**config.mk**
```make
export PLATFORM = sky130hd
export DESIGN_NAME = spm_top
export DESIGN_NICKNAME = d
export VERILOG_FILES = /design/src/spm_pkg.sv /design/src/spm_sync.sv /design/src/spm_clkdiv.sv /design/src/spm_top.sv
export SDC_FILE = /design/constraint.sdc
export NUM_CORES = 1
export LEC_CHECK = 0
export BUFFER_PORTS_ARGS = -buffer_cell sky130_fd_sc_hd__buf_2
export CAP_MARGIN = 30
export CORE_MARGIN = 3
export CORE_UTILIZATION = 38
export DETAILED_ROUTE_END_ITERATION = 12
export SLEW_MARGIN = 20
export SYNTH_ARGS = -nofsm -noshare
export SYNTH_HDL_FRONTEND = slang
export SYNTH_SLANG_ARGS = --single-unit
```
**constraint.sdc**
```tcl
create_clock -name clock -period 5.4 [get_ports clock]
set_input_delay 1.08 -clock clock [delete_from_list [all_inputs] [get_ports clock]]
set_output_delay 1.08 -clock clock [all_outputs]
set_load 0.1 [all_outputs]
```
**src/spm_pkg.sv**
```systemverilog
// Shared constants and register map of the serial peripheral port
package spm_pkg;

  // ***************************************************************
  // Register byte offsets on the APB
  // ***************************************************************
  localparam logic [7:0] OFF_CONTROL = 8'h00;
  localparam logic [7:0] OFF_STATUS  = 8'h04;
  localparam logic [7:0] OFF_DATA    = 8'h08;
  localparam logic [7:0] OFF_DIVIDER = 8'h0c;

  // ***************************************************************
  // Field positions of serial_control_register
  // ***************************************************************
  localparam int CTL_PORT_EN   = 0;
  localparam int CTL_MASTER_EN = 1;
  localparam int CTL_SEL_LO    = 2;
  localparam int CTL_SEL_HI    = 3;
  localparam int CTL_IRQ_EN    = 4;

  // ***************************************************************
  // Field positions of the status register
  // ***************************************************************
  localparam int STS_DONE    = 0;
  localparam int STS_FAULT   = 1;
  localparam int STS_WRITE_COLLISION_FLAG    = 2;
  localparam int STS_OVERRUN = 3;
  localparam int STS_BUSY    = 4;
  localparam int STS_TX_FULL = 5;
  localparam int STS_RX_FULL = 6;

  // ***************************************************************
  // select_mode_field encodings and reset values
  // ***************************************************************
  localparam logic [1:0] SEL_3WIRE    = 2'h0;
  localparam logic [1:0] SEL_4W_INPUT = 2'h1;
  localparam logic [1:0] SEL_RESET    = 2'h1;
  localparam logic [7:0] DIV_RESET    = 8'h03;
  localparam logic [2:0] LAST_BIT     = 3'h7;
  localparam int         SYNC_WIDTH   = 4;

  // Index of each pin in the synchroniser vector
  localparam int PIN_SCLK = 0;
  localparam int PIN_MOSI = 1;
  localparam int PIN_MISO = 2;
  localparam int PIN_NSS  = 3;

endpackage

```
**src/spm_sync.sv**
```systemverilog
// Two-flop synchroniser for the serial pins
`timescale 1ns/100ps
`default_nettype none
module spm_sync (
  input  wire logic                           clock,
  input  wire logic                           rst_n,
  input  wire logic [spm_pkg::SYNC_WIDTH-1:0] async_in,
  output logic      [spm_pkg::SYNC_WIDTH-1:0] sync_out
);
  import spm_pkg::*;

  typedef struct packed {
    logic [SYNC_WIDTH-1:0] meta;
    logic [SYNC_WIDTH-1:0] stable;
  } spm_sync_t;

  spm_sync_t st;
  spm_sync_t next_st;

  // Meta stage feeds only the stable stage
  always_comb begin
    next_st.meta   = async_in;
    next_st.stable = st.meta;
  end

  always_ff @(posedge clock) begin
    if (!rst_n) begin
      st <= '0;
    end else begin
      st <= next_st;
    end
  end

  assign sync_out = st.stable;
endmodule // spm_sync
`default_nettype wire

```
**src/spm_clkdiv.sv**
```systemverilog
// Serial clock rate divider: one tick per half period
`timescale 1ns/100ps
`default_nettype none
module spm_clkdiv (
  input  wire logic       clock,
  input  wire logic       rst_n,
  input  wire logic       run,
  input  wire logic [7:0] divide,
  output logic            tick
);
  import spm_pkg::*;

  typedef struct packed {
    logic [7:0] count;
    logic       tick;
  } spm_div_t;

  spm_div_t st;
  spm_div_t next_st;

  // Half period is divide+1 system clocks
  always_comb begin
    next_st = st;
    next_st.tick = 1'b0;
    if (!run) begin
      next_st.count = '0;
    end else if (st.count >= divide) begin
      next_st.count = '0;
      next_st.tick  = 1'b1;
    end else begin
      next_st.count = st.count + 8'h01;
    end
  end

  always_ff @(posedge clock) begin
    if (!rst_n) begin
      st <= '0;
    end else begin
      st <= next_st;
    end
  end

  assign tick = st.tick;
endmodule // spm_clkdiv
`default_nettype wire

```
**src/spm_top.sv**
```systemverilog
// Serial peripheral port, master or slave, with APB register access
// How it works
// - Master drives outgoing data from shift register MSB, MSB first.
// - Slave data output floats when disabled or unselected 4-wire slave.
// - 3-wire slave always drives slave output from shift register MSB.
// - Unselected 4-wire slave ignores all serial clock activity.
// - Select mode 00 is 3-wire; slave counts as always selected.
// - Mode 01: select is input; low level selects slave, low level disables master.
// - Mode 1x: select is output carrying the mode field low bit.
// - Select pin routed in every mode except 3-wire.
// - Master enable bit makes the port master; only masters start transfers.
// - Master data write loads transmit buffer, moves to idle shifter, starts.
// - Byte end sets transfer-done flag, interrupting when enabled.
// - Master shifts incoming bits MSB first, full byte goes to receive buffer.
// - Multi-master low select clears enables until re-enabled, sets mode fault until written one.
// - Select mode high bit set means 4-wire single master, select output.
// - Slave counts clock edges; eight bits set done and fill receive buffer.
// - Write while transmit buffer full is dropped and sets write collision.
// - Slave byte ending on unread receive buffer sets overrun, keeps old.
`timescale 1ns/100ps
`default_nettype none
module spm_top (
  input  wire logic        clock,
  input  wire logic        rst_n,
  input  wire logic        psel,
  input  wire logic        penable,
  input  wire logic        pwrite,
  input  wire logic [7:0]  paddr,
  input  wire logic [31:0] pwdata,
  output logic             pready,
  output logic      [31:0] prdata,
  output logic             pslverr,
  input  wire logic        sclk_in,
  output logic             sclk_out,
  output logic             sclk_oe_n,
  input  wire logic        mosi_in,
  output logic             mosi_out,
  output logic             mosi_oe_n,
  input  wire logic        miso_in,
  output logic             miso_out,
  output logic             miso_oe_n,
  input  wire logic        nss_in,
  output logic             nss_out,
  output logic             nss_oe_n,
  output logic             nss_routed,
  output logic             irq
);
  import spm_pkg::*;

  // ***************************************************************
  // State
  // ***************************************************************
  typedef struct packed {
    logic        port_en;
    logic        master_en;
    logic        irq_en;
    logic [1:0]  sel_mode;
    logic [7:0]  divide;
    logic        done_f;
    logic        fault_f;
    logic        write_collision_flag_f;
    logic        ovr_f;
    logic [7:0]  txbuf;
    logic        tx_full;
    logic [7:0]  rxbuf;
    logic        rx_full;
    logic [7:0]  shift;
    logic        loaded;
    logic        busy;
    logic [2:0]  bitcnt;
    logic        cap;
    logic        sclk_prev;
    logic        nss_prev;
    logic        sclk_out;
    logic        sclk_oe_n;
    logic        mosi_out;
    logic        mosi_oe_n;
    logic        miso_out;
    logic        miso_oe_n;
    logic        nss_out;
    logic        nss_oe_n;
    logic        nss_routed;
    logic        irq;
    logic        pready;
    logic        pslverr;
    logic [31:0] prdata;
  } spm_state_t;

  localparam spm_state_t ST_RESET = '{sel_mode: SEL_RESET, divide: DIV_RESET, sclk_oe_n: 1'b1,
                                      mosi_oe_n: 1'b1, miso_oe_n: 1'b1, nss_oe_n: 1'b1,
                                      nss_routed: 1'b1, default: '0};

  spm_state_t st;
  spm_state_t next_st;

  logic [SYNC_WIDTH-1:0] pins_s;
  logic                  tick;

  function automatic logic hit(input logic [7:0] addr, input logic [7:0] off);
    hit = (addr == off);
  endfunction

  // ***************************************************************
  // Pin synchroniser and master clock divider
  // ***************************************************************
  spm_sync u_sync (
    .clock    (clock),
    .rst_n    (rst_n),
    .async_in ({nss_in, miso_in, mosi_in, sclk_in}),
    .sync_out (pins_s)
  );

  spm_clkdiv u_div (
    .clock  (clock),
    .rst_n  (rst_n),
    .run    (st.port_en & st.master_en & st.busy),
    .divide (st.divide),
    .tick   (tick)
  );

  // ***************************************************************
  // Next state
  // ***************************************************************
  always_comb begin
    logic       sclk_s;
    logic       nss_s;
    logic       is_master;
    logic       selected;
    logic       slave_act;
    logic       rise;
    logic       fall;
    logic       din;
    logic       wr;
    logic       rd;
    logic       rd_data;
    logic       mapped;
    logic [7:0] rx_byte;
    logic [31:0] rmux;
    sclk_s    = pins_s[PIN_SCLK];
    nss_s     = pins_s[PIN_NSS];
    is_master = st.port_en & st.master_en;
    // Mode 00 always selected, mode 01 selected by low level, output modes never
    selected  = (st.sel_mode == SEL_3WIRE) | ((st.sel_mode == SEL_4W_INPUT) & ~nss_s);
    slave_act = st.port_en & ~st.master_en & selected;
    rise      = (is_master & st.busy & tick & ~st.sclk_out) | (slave_act & sclk_s & ~st.sclk_prev);
    fall      = (is_master & st.busy & tick & st.sclk_out) | (slave_act & ~sclk_s & st.sclk_prev);
    din       = is_master ? pins_s[PIN_MISO] : pins_s[PIN_MOSI];
    rx_byte   = {st.shift[6:0], st.cap};
    wr        = psel & penable & st.pready & pwrite;
    rd        = psel & penable & st.pready & ~pwrite;
    rd_data   = rd & hit(paddr, OFF_DATA);
    mapped    = hit(paddr, OFF_CONTROL) | hit(paddr, OFF_STATUS) | hit(paddr, OFF_DATA) | hit(paddr, OFF_DIVIDER);
    rmux      = '0;

    next_st = st;
    next_st.sclk_prev = sclk_s;
    next_st.nss_prev  = nss_s;

    // ***************************************************************
    // Register writes first, so hardware sets below win over clears
    // ***************************************************************
    if (wr && hit(paddr, OFF_CONTROL)) begin
      next_st.port_en   = pwdata[CTL_PORT_EN];
      next_st.master_en = pwdata[CTL_MASTER_EN];
      next_st.sel_mode  = pwdata[CTL_SEL_HI:CTL_SEL_LO];
      next_st.irq_en    = pwdata[CTL_IRQ_EN];
    end
    if (wr && hit(paddr, OFF_STATUS)) begin
      // Write one to clear; the only way these flags fall
      if (pwdata[STS_DONE])    next_st.done_f  = 1'b0;
      if (pwdata[STS_FAULT])   next_st.fault_f = 1'b0;
      if (pwdata[STS_WRITE_COLLISION_FLAG])    next_st.write_collision_flag_f  = 1'b0;
      if (pwdata[STS_OVERRUN]) next_st.ovr_f   = 1'b0;
    end
    if (wr && hit(paddr, OFF_DIVIDER)) begin
      next_st.divide = pwdata[7:0];
    end
    if (wr && hit(paddr, OFF_DATA)) begin
      if (st.tx_full) begin
        next_st.write_collision_flag_f = 1'b1;
      end else begin
        next_st.txbuf   = pwdata[7:0];
        next_st.tx_full = 1'b1;
      end
    end
    if (rd_data) begin
      next_st.rx_full = 1'b0;
    end

    // ***************************************************************
    // Shifting: sample on rising edge, shift on falling edge
    // ***************************************************************
    if ((st.sel_mode == SEL_4W_INPUT) && !st.master_en && st.nss_prev && !nss_s) begin
      next_st.bitcnt = '0;
    end
    if (rise) begin
      next_st.cap = din;
      if (is_master) next_st.sclk_out = 1'b1;
    end
    if (fall) begin
      next_st.shift  = rx_byte;
      next_st.bitcnt = st.bitcnt + 3'h1;
      if (is_master) next_st.sclk_out = 1'b0;
      if (st.bitcnt == LAST_BIT) begin
        next_st.done_f = 1'b1;
        next_st.busy   = 1'b0;
        next_st.loaded = 1'b0;
        // A read in this same cycle frees the buffer for the new byte
        if (!is_master && st.rx_full && !rd_data) begin
          next_st.ovr_f = 1'b1;
        end else begin
          next_st.rxbuf   = rx_byte;
          next_st.rx_full = 1'b1;
        end
      end
    end

    // Empty shifter takes the pending byte; master starts at once
    if (st.port_en && st.tx_full && !st.loaded && !st.busy && st.bitcnt == '0 && !fall) begin
      next_st.shift   = st.txbuf;
      next_st.tx_full = 1'b0;
      next_st.loaded  = 1'b1;
      next_st.busy    = is_master;
    end

    // ***************************************************************
    // Mode fault and disable
    // ***************************************************************
    if (is_master && st.sel_mode == SEL_4W_INPUT && !nss_s) begin
      next_st.master_en = 1'b0;
      next_st.port_en   = 1'b0;
      next_st.fault_f   = 1'b1;
    end
    // Disabling is the only reset of a 3-wire slave bit counter
    if (!st.port_en) begin
      next_st.bitcnt   = '0;
      next_st.busy     = 1'b0;
      next_st.sclk_out = 1'b0;
    end
    if (!(next_st.port_en & next_st.master_en)) begin
      next_st.sclk_out = 1'b0;
    end

    // ***************************************************************
    // Pin outputs, all registered
    // ***************************************************************
    next_st.mosi_out   = next_st.shift[7];
    next_st.mosi_oe_n  = ~(next_st.port_en & next_st.master_en);
    next_st.sclk_oe_n  = ~(next_st.port_en & next_st.master_en);
    next_st.miso_out   = next_st.shift[7];
    next_st.miso_oe_n  = ~(next_st.port_en & ~next_st.master_en & selected);
    next_st.nss_out    = next_st.sel_mode[0];
    next_st.nss_oe_n   = ~next_st.sel_mode[1];
    next_st.nss_routed = (next_st.sel_mode != SEL_3WIRE);
    next_st.irq        = next_st.irq_en & (next_st.done_f | next_st.fault_f |
                                           next_st.write_collision_flag_f | next_st.ovr_f);

    // ***************************************************************
    // APB answer: zero wait states, data captured in setup cycle
    // ***************************************************************
    if (hit(paddr, OFF_CONTROL)) begin
      rmux[CTL_PORT_EN]           = st.port_en;
      rmux[CTL_MASTER_EN]         = st.master_en;
      rmux[CTL_SEL_HI:CTL_SEL_LO] = st.sel_mode;
      rmux[CTL_IRQ_EN]            = st.irq_en;
    end else if (hit(paddr, OFF_STATUS)) begin
      rmux[STS_DONE]    = st.done_f;
      rmux[STS_FAULT]   = st.fault_f;
      rmux[STS_WRITE_COLLISION_FLAG]    = st.write_collision_flag_f;
      rmux[STS_OVERRUN] = st.ovr_f;
      rmux[STS_BUSY]    = st.busy | (st.bitcnt != '0);
      rmux[STS_TX_FULL] = st.tx_full;
      rmux[STS_RX_FULL] = st.rx_full;
    end else if (hit(paddr, OFF_DATA)) begin
      rmux[7:0] = st.rxbuf;
    end else if (hit(paddr, OFF_DIVIDER)) begin
      rmux[7:0] = st.divide;
    end
    next_st.pready  = psel & ~penable;
    next_st.pslverr = psel & ~penable & ~mapped;
    next_st.prdata  = (psel & ~penable & ~pwrite) ? rmux : '0;
  end

  always_ff @(posedge clock) begin
    if (!rst_n) begin
      st <= ST_RESET;
    end else begin
      st <= next_st;
    end
  end

  assign pready     = st.pready;
  assign prdata     = st.prdata;
  assign pslverr    = st.pslverr;
  assign sclk_out   = st.sclk_out;
  assign sclk_oe_n  = st.sclk_oe_n;
  assign mosi_out   = st.mosi_out;
  assign mosi_oe_n  = st.mosi_oe_n;
  assign miso_out   = st.miso_out;
  assign miso_oe_n  = st.miso_oe_n;
  assign nss_out    = st.nss_out;
  assign nss_oe_n   = st.nss_oe_n;
  assign nss_routed = st.nss_routed;
  assign irq        = st.irq;
endmodule // spm_top
`default_nettype wire

```
=== After elaboration in Yosys (flattened, before gate mapping) ===
Index checks and enable logic that the tools add are counted.

* Flip-flop bits (word level): 109
* Bits of input ports: 49
* Output and inout port bits: 44
* Logic and storage cells: 171

* Add/subtract/negate cells: 2
* Magnitude comparators: 1
* Equal/unequal tests: 5
* Muxes and demuxes: 32
* Bitwise logic cells: 51
* Reductions and logical operators: 42

{| class="wikitable"
|+ Operators by type and width
! operator !! count
|-
| $and A1 B1 Y1 || 24
|-
| $mux W1 || 21
|-
| $not A1 Y1 || 17
|-
| $eq A8 B4 Y1 const B || 2
|-
| $logic_and A1 B1 Y1 || 16
|-
| $mux W8 || 2
|-
| $mux W14 || 1
|-
| $mux W10 || 1
|-
| $mux W5 || 2
|-
| $or A1 B1 Y1 || 10
|-
| $reduce_and A2 Y1 || 5
|-
| $add A8 B1 Y8 const B || 1
|-
| $eq A8 B3 Y1 const B || 1
|-
| $ge A8 B8 Y1 || 1
|-
| $logic_not A8 Y1 || 1
|-
| $reduce_bool A2 Y1 || 4
|-
| $logic_not A1 Y1 || 7
|-
| $mux W7 || 1
|-
| $reduce_and A3 Y1 || 2
|-
| $reduce_or A3 Y1 || 2
|-
| $mux W2 || 2
|-
| $mux W4 || 1
|-
| $reduce_or A4 Y1 || 1
|-
| $add A3 B1 Y3 const B || 1
|-
| other kinds (7) || 7
|}

=== Longest topological paths before layout ===
Gate-level depths: netlist of the first run.

* Depth in word-level cells: 12
* Mapped depth: 8

=== Modules after synthesis ===
A second synthesis of the first run with hierarchy kept.

* Cells, all modules: 406
* Area, all modules: 4,006.3 um^2

{| class="wikitable"
|+ By module, submodules not included
! module !! instances !! cells each !! area an instance (um^2) !! sequential area each (um^2)
|-
| spm_top || 1 || 330 || 3,228.1 || 1,361.3
|-
| spm_clkdiv || 1 || 60 || 568.0 || 180.2
|-
| spm_sync || 1 || 16 || 210.2 || 160.2
|}

=== Worst setup path before layout of the first run ===
OpenSTA, ideal clock, no wires.

* Kind: input-to-reg
* Start: input paddr[3]
* End: register st[67] (netlist bit)
* Library setup time: 115 ps
* Arrival: 2,447 ps
* Slack: 2,838 ps
* Cell stages on the path: 7
* Path buffers: 2
* Path through: clkbuf_1 nor3b_1 nand4_1 a311o_2 buf_6 nand3_2 o21ai_2

* Cells in the longest elaborated chain, start to end: 6

{| class="wikitable"
|+ RTL lines
! what !! RTL line !! source
|-
| start, declared || spm_top.sv:28 || <nowiki>input wire logic [7:0] paddr,</nowiki>
|-
| $eq A8 B4 Y1 || spm_top.sv:100 || <nowiki>hit = (addr == off);</nowiki>
|-
| $and A1 B1 Y1 || spm_top.sv:151 || <nowiki>rd_data = rd & hit(paddr, OFF_DATA);</nowiki>
|-
| $logic_not A1 Y1 || spm_top.sv:209 || <nowiki>if (!is_master && st.rx_full && !rd_data) begin</nowiki>
|-
| $logic_and A1 B1 Y1 || spm_top.sv:209 ||
|-
| $not A1 Y1 (no line) || - ||
|-
| $reduce_and A3 Y1 (no line) || - ||
|-
| end signal, assigned || spm_top.sv:288 || <nowiki>st <= next_st;</nowiki>
|-
| end, declared || spm_top.sv:93 || <nowiki>spm_state_t st;</nowiki>
|}

Every way passes these cells.
A chain may end at the register's enable or synchronous reset.

=== Worst setup path after layout of the first run ===
* Start: input paddr[5]
* End: register st[66] (netlist bit)

The elaborated chain is that of the path after synthesis.

==> reports/metrics.csv, run 1 <==
stage,metric,value,unit
timing,fin_ws,2860,ps
outcome,outcome,completed,
power,cellPowerDensity,271,nW/µm²
floorplanning,core_area,10000,µm²
floorplanning,initial_utilization,39.9,%
timing,rsz0062_at_grt,no,
clock_network,cts_hold_buf,0,
synth,syn_area,3990,µm²
route,wl_per_cell,13.8,µm
worst_setup_path,slowest_delay,630,ps
synth,synth_area_leaders,"dfxtp_1, buf_4, mux2i_1",
global_route,grt_util_all_layers,14.1,%
synth,synthArstFlopShare,0,%
timing,tightestPinTransition,909,ps
timing,period_needed,2540,ps
timing,hold_viol,0,
clock_network,path_clk_slew,80,ps
power,vdd_drop_max,0.000132,V
global_route,antenna_found_initial,0,
timing,setup_tns,0,ps
worst_setup_path,worstPathArrival,2780,ps
clock_network,cts_tree,yes,
final_layout,syn_to_final_growth,8.06,%
timing,drv_slew,0,
place,place_ws,2490,ps
timing,slew_headroom,39.4,%
worst_setup_path,endpoint_kind,register,
synth,yosysMostFrequentCell,dfxtp_1,
floorplanning,die_h,108,µm
floorplanning,ios,93,
clock_network,cts_buffer_depth,2,
global_route,globalRouteMet3Util,3.46,%
route,drt_wl_total,8040,µm
clock_network,cts.sinks,85,
synth,synth_cell_types,54,
final_layout,antenna_cells,0,
global_route,grt_use_met2,21.5,%
synth,synth_ff_type,dfxtp_1,
clock_network,cts_buffers,9,
global_route,grt_busiest_layer,met2,
synth,synth_top_area_cell,dfxtp_1,
worst_setup_path,crit_slowest_cell,a311o_2,
worst_setup_path,critPathRequiredTime,5640,ps
timing,fmaxAchievable,393,MHz
final_layout,fillers,1006,
route,vias,2853,
worst_setup_path,worstSetupPathType,input pin to register,
place,gp_congestion,0.819,
global_route,grt_max_degree,50,
route,drc,0,
global_route,grt_util_met1,19.9,%
worst_setup_path,cp_max_fo,16,
floorplanning,die_x,108,µm
route,viasPerCell,4.91,
place,port_buffers,44,
hold_path,min_path_type,register to register,
global_route,grt_overflow,0,
final_layout,layout-drive-gt1-share,19.9,%
synth,ys_warn_count,0,
synth,avgSynthCellArea,9.56,µm²
place,dp_hpwl,5950,µm
clock_network,cts-root-buf,clkbuf_8,
final_layout,finalNetCount,504,
route,first_pass_iters,4,
synth,ys_seq_area_share,42.7,%
timing,fin_crit_sh,47.1,%
clock_network,clock_latency,350,ps
timing,fin_skew,5.81,ps
run,max_cap_violations,0,
synth,yosys-top-cells-count,"dfxtp_1, nand2_1, buf_4",
global_route,grt_pass1_vias,2583,
synth,ys_ff_latch,85,
synth,syn_inst,417,
clock_network,h-tree-depth,3,
clock_network,postCtsSetupBuffers,0,
global_route,grt_pass1_wl,13000,µm
route,postRouteAntennaNets,0,
synth,synth_top_area_share,42.7,%
floorplanning,placement_rows,36,
worst_setup_path,crit_family,simple AND/OR/NAND/NOR gates,
power,leakage,1.79,nW
synth,synth-edff-count,0,
timing,setup_viol,0,
floorplanning,dieArea,11800,µm²
worst_setup_path,path_buf_inv,1,
worst_setup_path,crit_path_start_kind,input pin,
worst_setup_path,crit_chain,buf_2 -> nor4_4 -> nand4_1 -> a311o_2 -> nand3_1 -> o21ai_2,
clock_network,cts_resized,0,
route,drt_iter0_markers,105,
==> logic make-up after synthesis <==
family                   share of synthesized area, %
AND/OR/NAND/NOR                                  21.2
flip-flops                                       42.7
buffers and inverters                            10.0
AO/OA/AOI/OAI                                    11.7
multiplexers                                     8.91
adder cells (fa/ha/maj)                          3.77
XOR/XNOR                                         1.54
other                                          0.0940
==> power breakdown <==
part           internal, mW  switching, mW  total, mW
combinational        0.0175          0.106      0.123
sequential            0.630        0.00139      0.632
clock                 0.190          0.221      0.411
==> worst paths after layout <==
path | from | end | slack (ps) | cells past startpoint
max | paddr[5] | st[66] | 2860 | 6
min | u_sync.next_st[1] | u_sync.sync_out[1] | 440 | 1
max reg2reg | st[94] | st[66] | 3120 | 5
min reg2reg | u_sync.next_st[1] | u_sync.sync_out[1] | 440 | 1
==> registers in the layout, indices dropped and copies added, names as in the netlist, 4 cells and up, named ones only <==
signal and flops:
u_sync.sync_out 4, u_div.st 8, u_sync.next_st 4, st 51
prdata 8
==> cell type report <==
cell class | count | area [µm²] | share of cell area (%)
multi-input cells | 285 | 1970 | 45.8
repair buffers | 45 | 228 | 5.28
flip-flops and latches | 85 | 1700 | 39.5
clock inverters | 4 | 22.5 | 0.523
inverters | 17 | 63.8 | 1.48
well taps | 133 | 166 | 3.86
clock buffers | 12 | 155 | 3.60
==> cells in the final DEF (no fill, tap or decap), types with 5 or more instances in the layout <==
master,count
nor2b_1,23
nor3_1,11
inv_1,17
clkbuf_8,11
nand2_1,47
nor3b_1,5
nand4_1,6
nor2_1,18
o211a_1,9
a22oi_1,5
o21ai_2,8
conb_1,24
nand3_1,16
ha_1,12
a21boi_0,10
buf_2,44
and2_1,11
a21oi_1,6
mux2i_1,22
dfxtp_1,85
==> routing by layer <==
layer / part of all wire (%) / up-vias
met2: 43 / 86
met3: 6.3 / 9
met1: 49 / 1325
li1: - / 1433
met5: 0 / -
met4: 1.1 / 0
==> metrics by stage <==
step	area (µm²)	hold slack [ps]	util (%)	power, mW	std cells
2_1_floorplan	4070	412	-	0.763	440
3_3_place_gp	4130	418	41.3	0.769	565
3_5_place_dp	4130	417	41.3	0.769	565
4_1_cts	4310	437	43.1	1.18	581
5_1_grt	4310	449	43.1	1.21	581
6_report	4310	436	43.1	1.17	581
No activity file was read; power rests on OpenSTA's default activity.
==> inputs of run 2 (changes only) <==
Settings changed: ABC_AREA from default to 1.
Clock period 5.4 ns to 2.7 ns, I/O delays scaled along.
==> run 2 against run 1 <==
  * Global-route usage grew 1.3 points
  * Synthesized area grew 0.25%
  * Core utilization grew 0.93 points
  * Critical endpoint is now sclk_out
  * Highest routed layer unchanged
==> reports/metrics.csv, run 2 <==
stage,metric,value,unit,change
outcome,outcome,completed,,
clock_network,h-tree-depth,3,,unchanged
clock_network,postCtsSetupBuffers,0,,unchanged
final_layout,final_common_cell,nand2_1,,
worst_setup_path,critical_path_cell_count,1,,-5
route,drt_wl_total,8770,µm,+9.1%
synth,ys_warn_count,0,,unchanged
timing,hold_viol,0,,unchanged
power,finalPower,2.42,mW,+110%
global_route,antenna_found_initial,0,,unchanged
floorplanning,initial_utilization,40.0,%,+0.10 points
route,drt_iter0_markers,184,,+75%
route,postRouteAntennaNets,0,,unchanged
final_layout,fin_util,44.0,%,+0.93 points
timing,tightestPinTransition,687,ps,-221 ps
worst_setup_path,crit_chain,buf_2,,
clock_network,cts_tree,yes,,
global_route,grt_pass1_wl,14200,µm,+9.6%
worst_setup_path,crit_slowest_cell,buf_2,,
route,viasPerCell,4.56,,-7.1%
timing,setup_viol,0,,unchanged
final_layout,layout-drive-gt1-share,16.4,%,-3.5 points
clock_network,cts_buffer_depth,2,,unchanged
synth,synth_ff_type,dfxtp_1,,
synth,avgSynthCellArea,7.54,µm²,-21%
final_layout,largest-register,st,,
worst_setup_path,crit_path_start_kind,register,,
power,leakage,2.10,nW,+18%
place,port_buffers,44,,unchanged
route,vias,3219,,+13%
global_route,grt_pass1_vias,2953,,+14%
timing,period_needed,1810,ps,
place,place_ws,753,ps,-1740 ps
floorplanning,placement_rows,36,,unchanged
final_layout,seqCellArea,1700,µm²,unchanged
timing,drv_slew,0,,unchanged
power,cellPowerDensity,549,nW/µm²,+100%
synth,synth_top_area_cell,dfxtp_1,,
synth,ys_ff_latch,85,,unchanged
final_layout,final_cell_mix,"nand2_1, dfxtp_1, nor2_1, inv_1, buf_2",,
worst_setup_path,slowest_delay,470,ps,-160 ps
route,drc,0,,unchanged
clock_network,clock_latency,350,ps,about the same
synth,syn_inst,530,,+27%
final_layout,finalNetCount,630,,+25%
route,met1_length,4070,µm,+2.9%
global_route,grt_overflow,0,,unchanged
synth,synth-edff-count,0,,unchanged
floorplanning,core_area,10000,µm²,unchanged
floorplanning,die_x,109,µm,+0.12%
clock_network,cts_hold_buf,0,,unchanged
clock_network,cts_buffers,9,,unchanged
synth,synth_cell_types,32,,-41%
timing,setup_tns,0,ps,unchanged
worst_setup_path,critPathRequiredTime,2160,ps,-3480 ps
synth,synthArstFlopShare,0,%,unchanged
clock_network,cts.sinks,85,,unchanged
place,placed_cells,691,,+22%
worst_setup_path,cp_max_fo,5,,-11
floorplanning,dieArea,11800,µm²,+0.23%
synth,synth_area_leaders,"dfxtp_1, nand2_1, buf_4",,
timing,fmaxAchievable,551,MHz,
worst_setup_path,reg2reg_from,st[89],,
run,max_cap_violations,0,,unchanged
final_layout,antenna_cells,0,,unchanged
synth,syn_area,4000,µm²,+0.25%
final_layout,fillers,1069,,+6.3%
hold_path,min_path_type,input pin to register,,
clock_network,cts-root-buf,clkbuf_8,,
worst_setup_path,endpoint_kind,primary output,,
timing,fin_skew,10.7,ps,+4.84 ps
worst_setup_path,worstSetupPathType,register to primary output,,
worst_setup_path,reg2regPathDepth,7,,+2
timing,rsz0062_at_grt,no,,
final_layout,syn_to_final_growth,10.1,%,
synth,ys_seq_area_share,42.6,%,-0.11 points
place,dp_hpwl,6710,µm,+13%
route,wl_per_cell,12.4,µm,-10%
final_layout,final_cells,706,,+22%
floorplanning,die_h,109,µm,+0.12%
floorplanning,ios,93,,unchanged
worst_setup_path,path_buf_inv,1,,unchanged
timing,slew_headroom,53.7,%,+14 points
place,gp_congestion,0.791,,-3.4%
global_route,grt_util_all_layers,15.5,%,+1.3 points
final_layout,multiInputGateArea,1830,µm²,-7.0%
synth,yosys-top-cells-count,"nand2_1, dfxtp_1, nor2_1",,
worst_setup_path,reg2reg_slack,920,ps,-2200 ps
worst_setup_path,worstPathArrival,1270,ps,-1510 ps
clock_network,path_clk_slew,80,ps,about the same
clock_network,cts_resized,0,,unchanged
worst_setup_path,crit_family,buffers and inverters,,
synth,synth_top_area_share,42.6,%,-0.11 points
synth,yosysMostFrequentCell,nand2_1,,
global_route,grt_max_degree,27,,-46%
route,met2_length,4080,µm,+17%
timing,fin_ws,886,ps,-1970 ps
final_layout,largest_reg_flops,51,,unchanged
timing,fin_crit_sh,67.2,%,
worst_setup_path,reg2reg_to,u_div.st[3],,
route,first_pass_iters,4,,unchanged
worst_setup_path,critPathCapture,sclk_out,,
route,met3WireLength,443,µm,-12%
power,vdd_drop_max,0.000279,V,+110%
route,top_layer,met4,,
[run 2: cell count changes after synthesis, sizes merged, moves of 23 or more]
cell / change
nand2: +63
nor2: +58
inv: +49
a21oi: +33
nor2b: -23
[run 2: worst min-delay path by stage]
| stage | end | depth (start not counted) | from |
|---|---|---|---|
| after global placement | u_sync.sync_out[3] | 2 | u_sync.next_st[3] |
| after CTS | u_sync.next_st[0] | 3 | sclk_in |
| final | u_sync.next_st[0] | 3 | sclk_in |
| after floorplan | u_sync.sync_out[0] | 2 | u_sync.next_st[0] |
| after detailed placement | u_sync.sync_out[2] | 2 | u_sync.next_st[2] |
| after global routing | u_sync.next_st[0] | 3 | sclk_in |
[run 2: cells by family after synthesis]
| family | count (synthesis) | synth area share, % |
|---|---|---|
| compound gates | 78 | 10.4 |
| xor+xnor | 6 | 1.31 |
| fa+ha+maj | 12 | 3.76 |
| buf+inv | 110 | 13.7 |
| flops | 85 | 42.6 |
| other cells | 1 | 0.0938 |
| simple gates | 238 | 28.2 |
[run 2: metrics by stage]
stage	hold slack (ps)	area (µm²)
floorplan	390	4080
global placement	397	4200
detailed placement	400	4200
CTS	346	4400
global route	351	4400
finish	366	4400
[run 2: routing by layer]
layer  GRT usage [%]  vias to the layer above
met5               0                        -
met4            5.59                        0
met3            4.30                       13
met2            25.5                       77
met1            19.4                     1421
li1                -                     1708
[run 2: worst min-delay path, delay by kind of cell]
family / cells / cell delay [ps]
and+or+nand+nor: 1 / 40
buffers and inverters: 2 / 110
[run 2: power breakdown]
group | internal [mW] | switching (mW)
logic | 0.0287 | 0.213
registers | 1.26 | 0.00269
clock network | 0.451 | 0.462
[run 2: area by class of cell]
cell class                      instances  share of cell area (%)
Multi-Input combinational cell        358                    41.7
Sequential cell                        85                    38.7
Inverter                               67                    5.71
Timing Repair Buffer                   48                    5.69
Tap cell                              133                    3.78
Clock buffer                           10                    3.13
Clock inverter                          5                    1.36
==> inputs of run 3 (changes only) <==
Clock period 2.7 ns to 1.5 ns, I/O delays scaled along.
==> run 3 against run 2 <==
  * Cell area rose by 11%
  * Sequential cell count did not move
  * Critical path depth did not move
  * Non-clock buffer count rose by 43
  * Sequential power rose by 80%
  * Register-to-register slack got worse by 850 ps
  * Die area did not move
  * Total power rose by 82%
  * Final cell count rose by 6.2%
  * Clock power rose by 84%
  * Combinational power rose by 87%
  * Largest cell class unchanged
==> reports/metrics.csv, run 3 (synthesis gave the netlist of run 2 again) <==
stage,metric,value,unit,change
worst_setup_path,crit_family,buffers and inverters,,
worst_setup_path,worstSetupPathType,register to primary output,,
worst_setup_path,slowest_delay,420,ps,-50 ps
clock_network,h-tree-depth,3,,unchanged
place,port_buffers,44,,unchanged
worst_setup_path,cp_max_fo,2,,-3
power,switching_share,29.1,%,+1.1 points
global_route,antenna_found_initial,0,,unchanged
route,drt_wl_total,9130,µm,+4.1%
timing,setup_viol,0,,unchanged
clock_network,path_clk_slew,90,ps,about the same
final_layout,fin_util,49.0,%,+5.0 points
power,cellPowerDensity,898,nW/µm²,+64%
timing,drv_slew,0,,unchanged
final_layout,largest_reg_flops,51,,unchanged
worst_setup_path,crit_chain,buf_2,,
final_layout,final_cells,750,,+6.2%
route,drc,0,,unchanged
floorplanning,ios,93,,unchanged
floorplanning,placement_rows,36,,unchanged
power,comb_power_share,10.3,%,+0.3 points
worst_setup_path,reg2reg_from,st[89],,
outcome,outcome,completed,,
clock_network,cts.sinks,85,,unchanged
clock_network,cts_buffers,9,,unchanged
final_layout,syn_to_final_growth,22.7,%,
timing,rsz0062_at_grt,yes,,
timing,fin_crit_sh,96.5,%,
timing,fmaxAchievable,691,MHz,
route,drt_iter0_markers,108,,-41%
power,leakage,2.35,nW,+12%
final_layout,antenna_cells,0,,unchanged
route,wl_per_cell,12.2,µm,-2.0%
timing,hold_viol,0,,unchanged
power,finalPower,4.41,mW,+82%
run,max_cap_violations,0,,unchanged
global_route,grt_pass1_wl,15100,µm,+6.1%
global_route,grt_pass1_vias,3287,,+11%
worst_setup_path,path_buf_inv,1,,unchanged
timing,fin_ws,53.0,ps,-833 ps
global_route,grt_max_degree,37,,+37%
floorplanning,initial_utilization,40.0,%,unchanged
clock_network,cts_buffer_depth,2,,unchanged
worst_setup_path,crit_slowest_cell,buf_2,,
place,place_ws,-152,ps,-906 ps
place,placed_cells,730,,+5.6%
floorplanning,die_h,109,µm,unchanged
clock_network,clock_latency,360,ps,about the same
timing,fin_skew,8.51,ps,-2.15 ps
route,vias,3444,,+7.0%
global_route,grt_util_all_layers,16.2,%,+0.77 points
floorplanning,core_area,10000,µm²,unchanged
global_route,grt_overflow,0,,unchanged
worst_setup_path,startpoint,pready,,
route,postRouteAntennaNets,0,,unchanged
final_layout,layout-drive-gt1-share,27.4,%,+11 points
power,p_seq_share,51.6,%,-0.6 points
final_layout,fillers,1001,,-6.4%
power,p_switching,1.28,mW,+89%
worst_setup_path,worstPathArrival,1150,ps,-120 ps
worst_setup_path,critPathRequiredTime,1200,ps,-960 ps
route,viasPerCell,4.59,,+0.71%
clock_network,cts_hold_buf,0,,unchanged
worst_setup_path,crit_path_start_kind,register,,
route,first_pass_iters,4,,unchanged
power,vdd_drop_max,0.000438,V,+57%
power,clkPwrFrac,38.2,%,+0.4 points
floorplanning,die_x,109,µm,unchanged
final_layout,finalNetCount,673,,+6.8%
clock_network,cts_tree,yes,,
power,p_int,3.12,mW,+79%
timing,period_needed,1450,ps,
final_layout,final_common_cell,nand2_1,,
hold_path,hp-start,mosi_in,,
final_layout,final_cell_mix,"nand2_1, dfxtp_1, nor2_1, inv_1, buf_2",,
place,dp_hpwl,7100,µm,+5.8%
worst_setup_path,endpoint_kind,primary output,,
floorplanning,dieArea,11800,µm²,unchanged
hold_path,min_path_type,input pin to register,,
clock_network,cts-root-buf,clkbuf_8,,
final_layout,largest-register,st,,
place,gp_congestion,0.811,,+2.5%
run 3: power groups by stage:
stage          Sequential, mW  Combinational, mW  Clock [mW]
3_3_place_gp             2.32              0.449           0
5_1_grt                  2.27              0.478        1.83
2_1_floorplan            2.35              0.384           0
4_1_cts                  2.27              0.451        1.73
6_report                 2.27              0.453        1.68
3_5_place_dp             2.33              0.451           0
run 3: through the flow:
stage | hold slack [ps] | setup TNS [ps] | cell area [µm²]
global placement | 396 | -2380 | 4560
global route | 98.3 | -8.18 | 4900
finish | 120 | 0 | 4900
detailed placement | 395 | -3990 | 4560
floorplan | 390 | 0 | 4110
CTS | 103 | 0 | 4810
run 3: metal layers:
layer / up-vias / track usage [%] / share of wire, %
met2: 87 / 28.1 / 48
met1: 1548 / 19.7 / 46
li1: 1799 / - / -
met4: 0 / 4.24 / 1.3
met5: - / 0 / 0
met3: 10 / 4.78 / 4.9
run 3: what timing repair did:
action,CTS,global route
gates resized for setup,14,17
setup endpoints to repair,9,27
pin swaps,7,9
buffers inserted,0,4
cloned,0,0
run 3: area by class of cell:
| class | count | area, µm² | area share [%] |
|---|---|---|---|
| Tap cell | 133 | 166 | 3.39 |
| Clock buffer | 9 | 124 | 2.53 |
| Clock inverter | 7 | 78.8 | 1.61 |
| Multi-Input combinational cell | 358 | 1940 | 39.6 |
| Inverter | 67 | 251 | 5.13 |
| Sequential cell | 85 | 1720 | 35.1 |
| Timing Repair Buffer | 91 | 621 | 12.7 |
run 3: path summary, 6_finish.rpt:
| kind | endpoint | slack (ps) | cells past startpoint |
|---|---|---|---|
| max | pready | 50 | 1 |
| min | u_sync.next_st[1] | 120 | 3 |
| max reg2reg | u_div.st[4] | 70 | 9 |
| min reg2reg | u_sync.sync_out[0] | 420 | 2 |
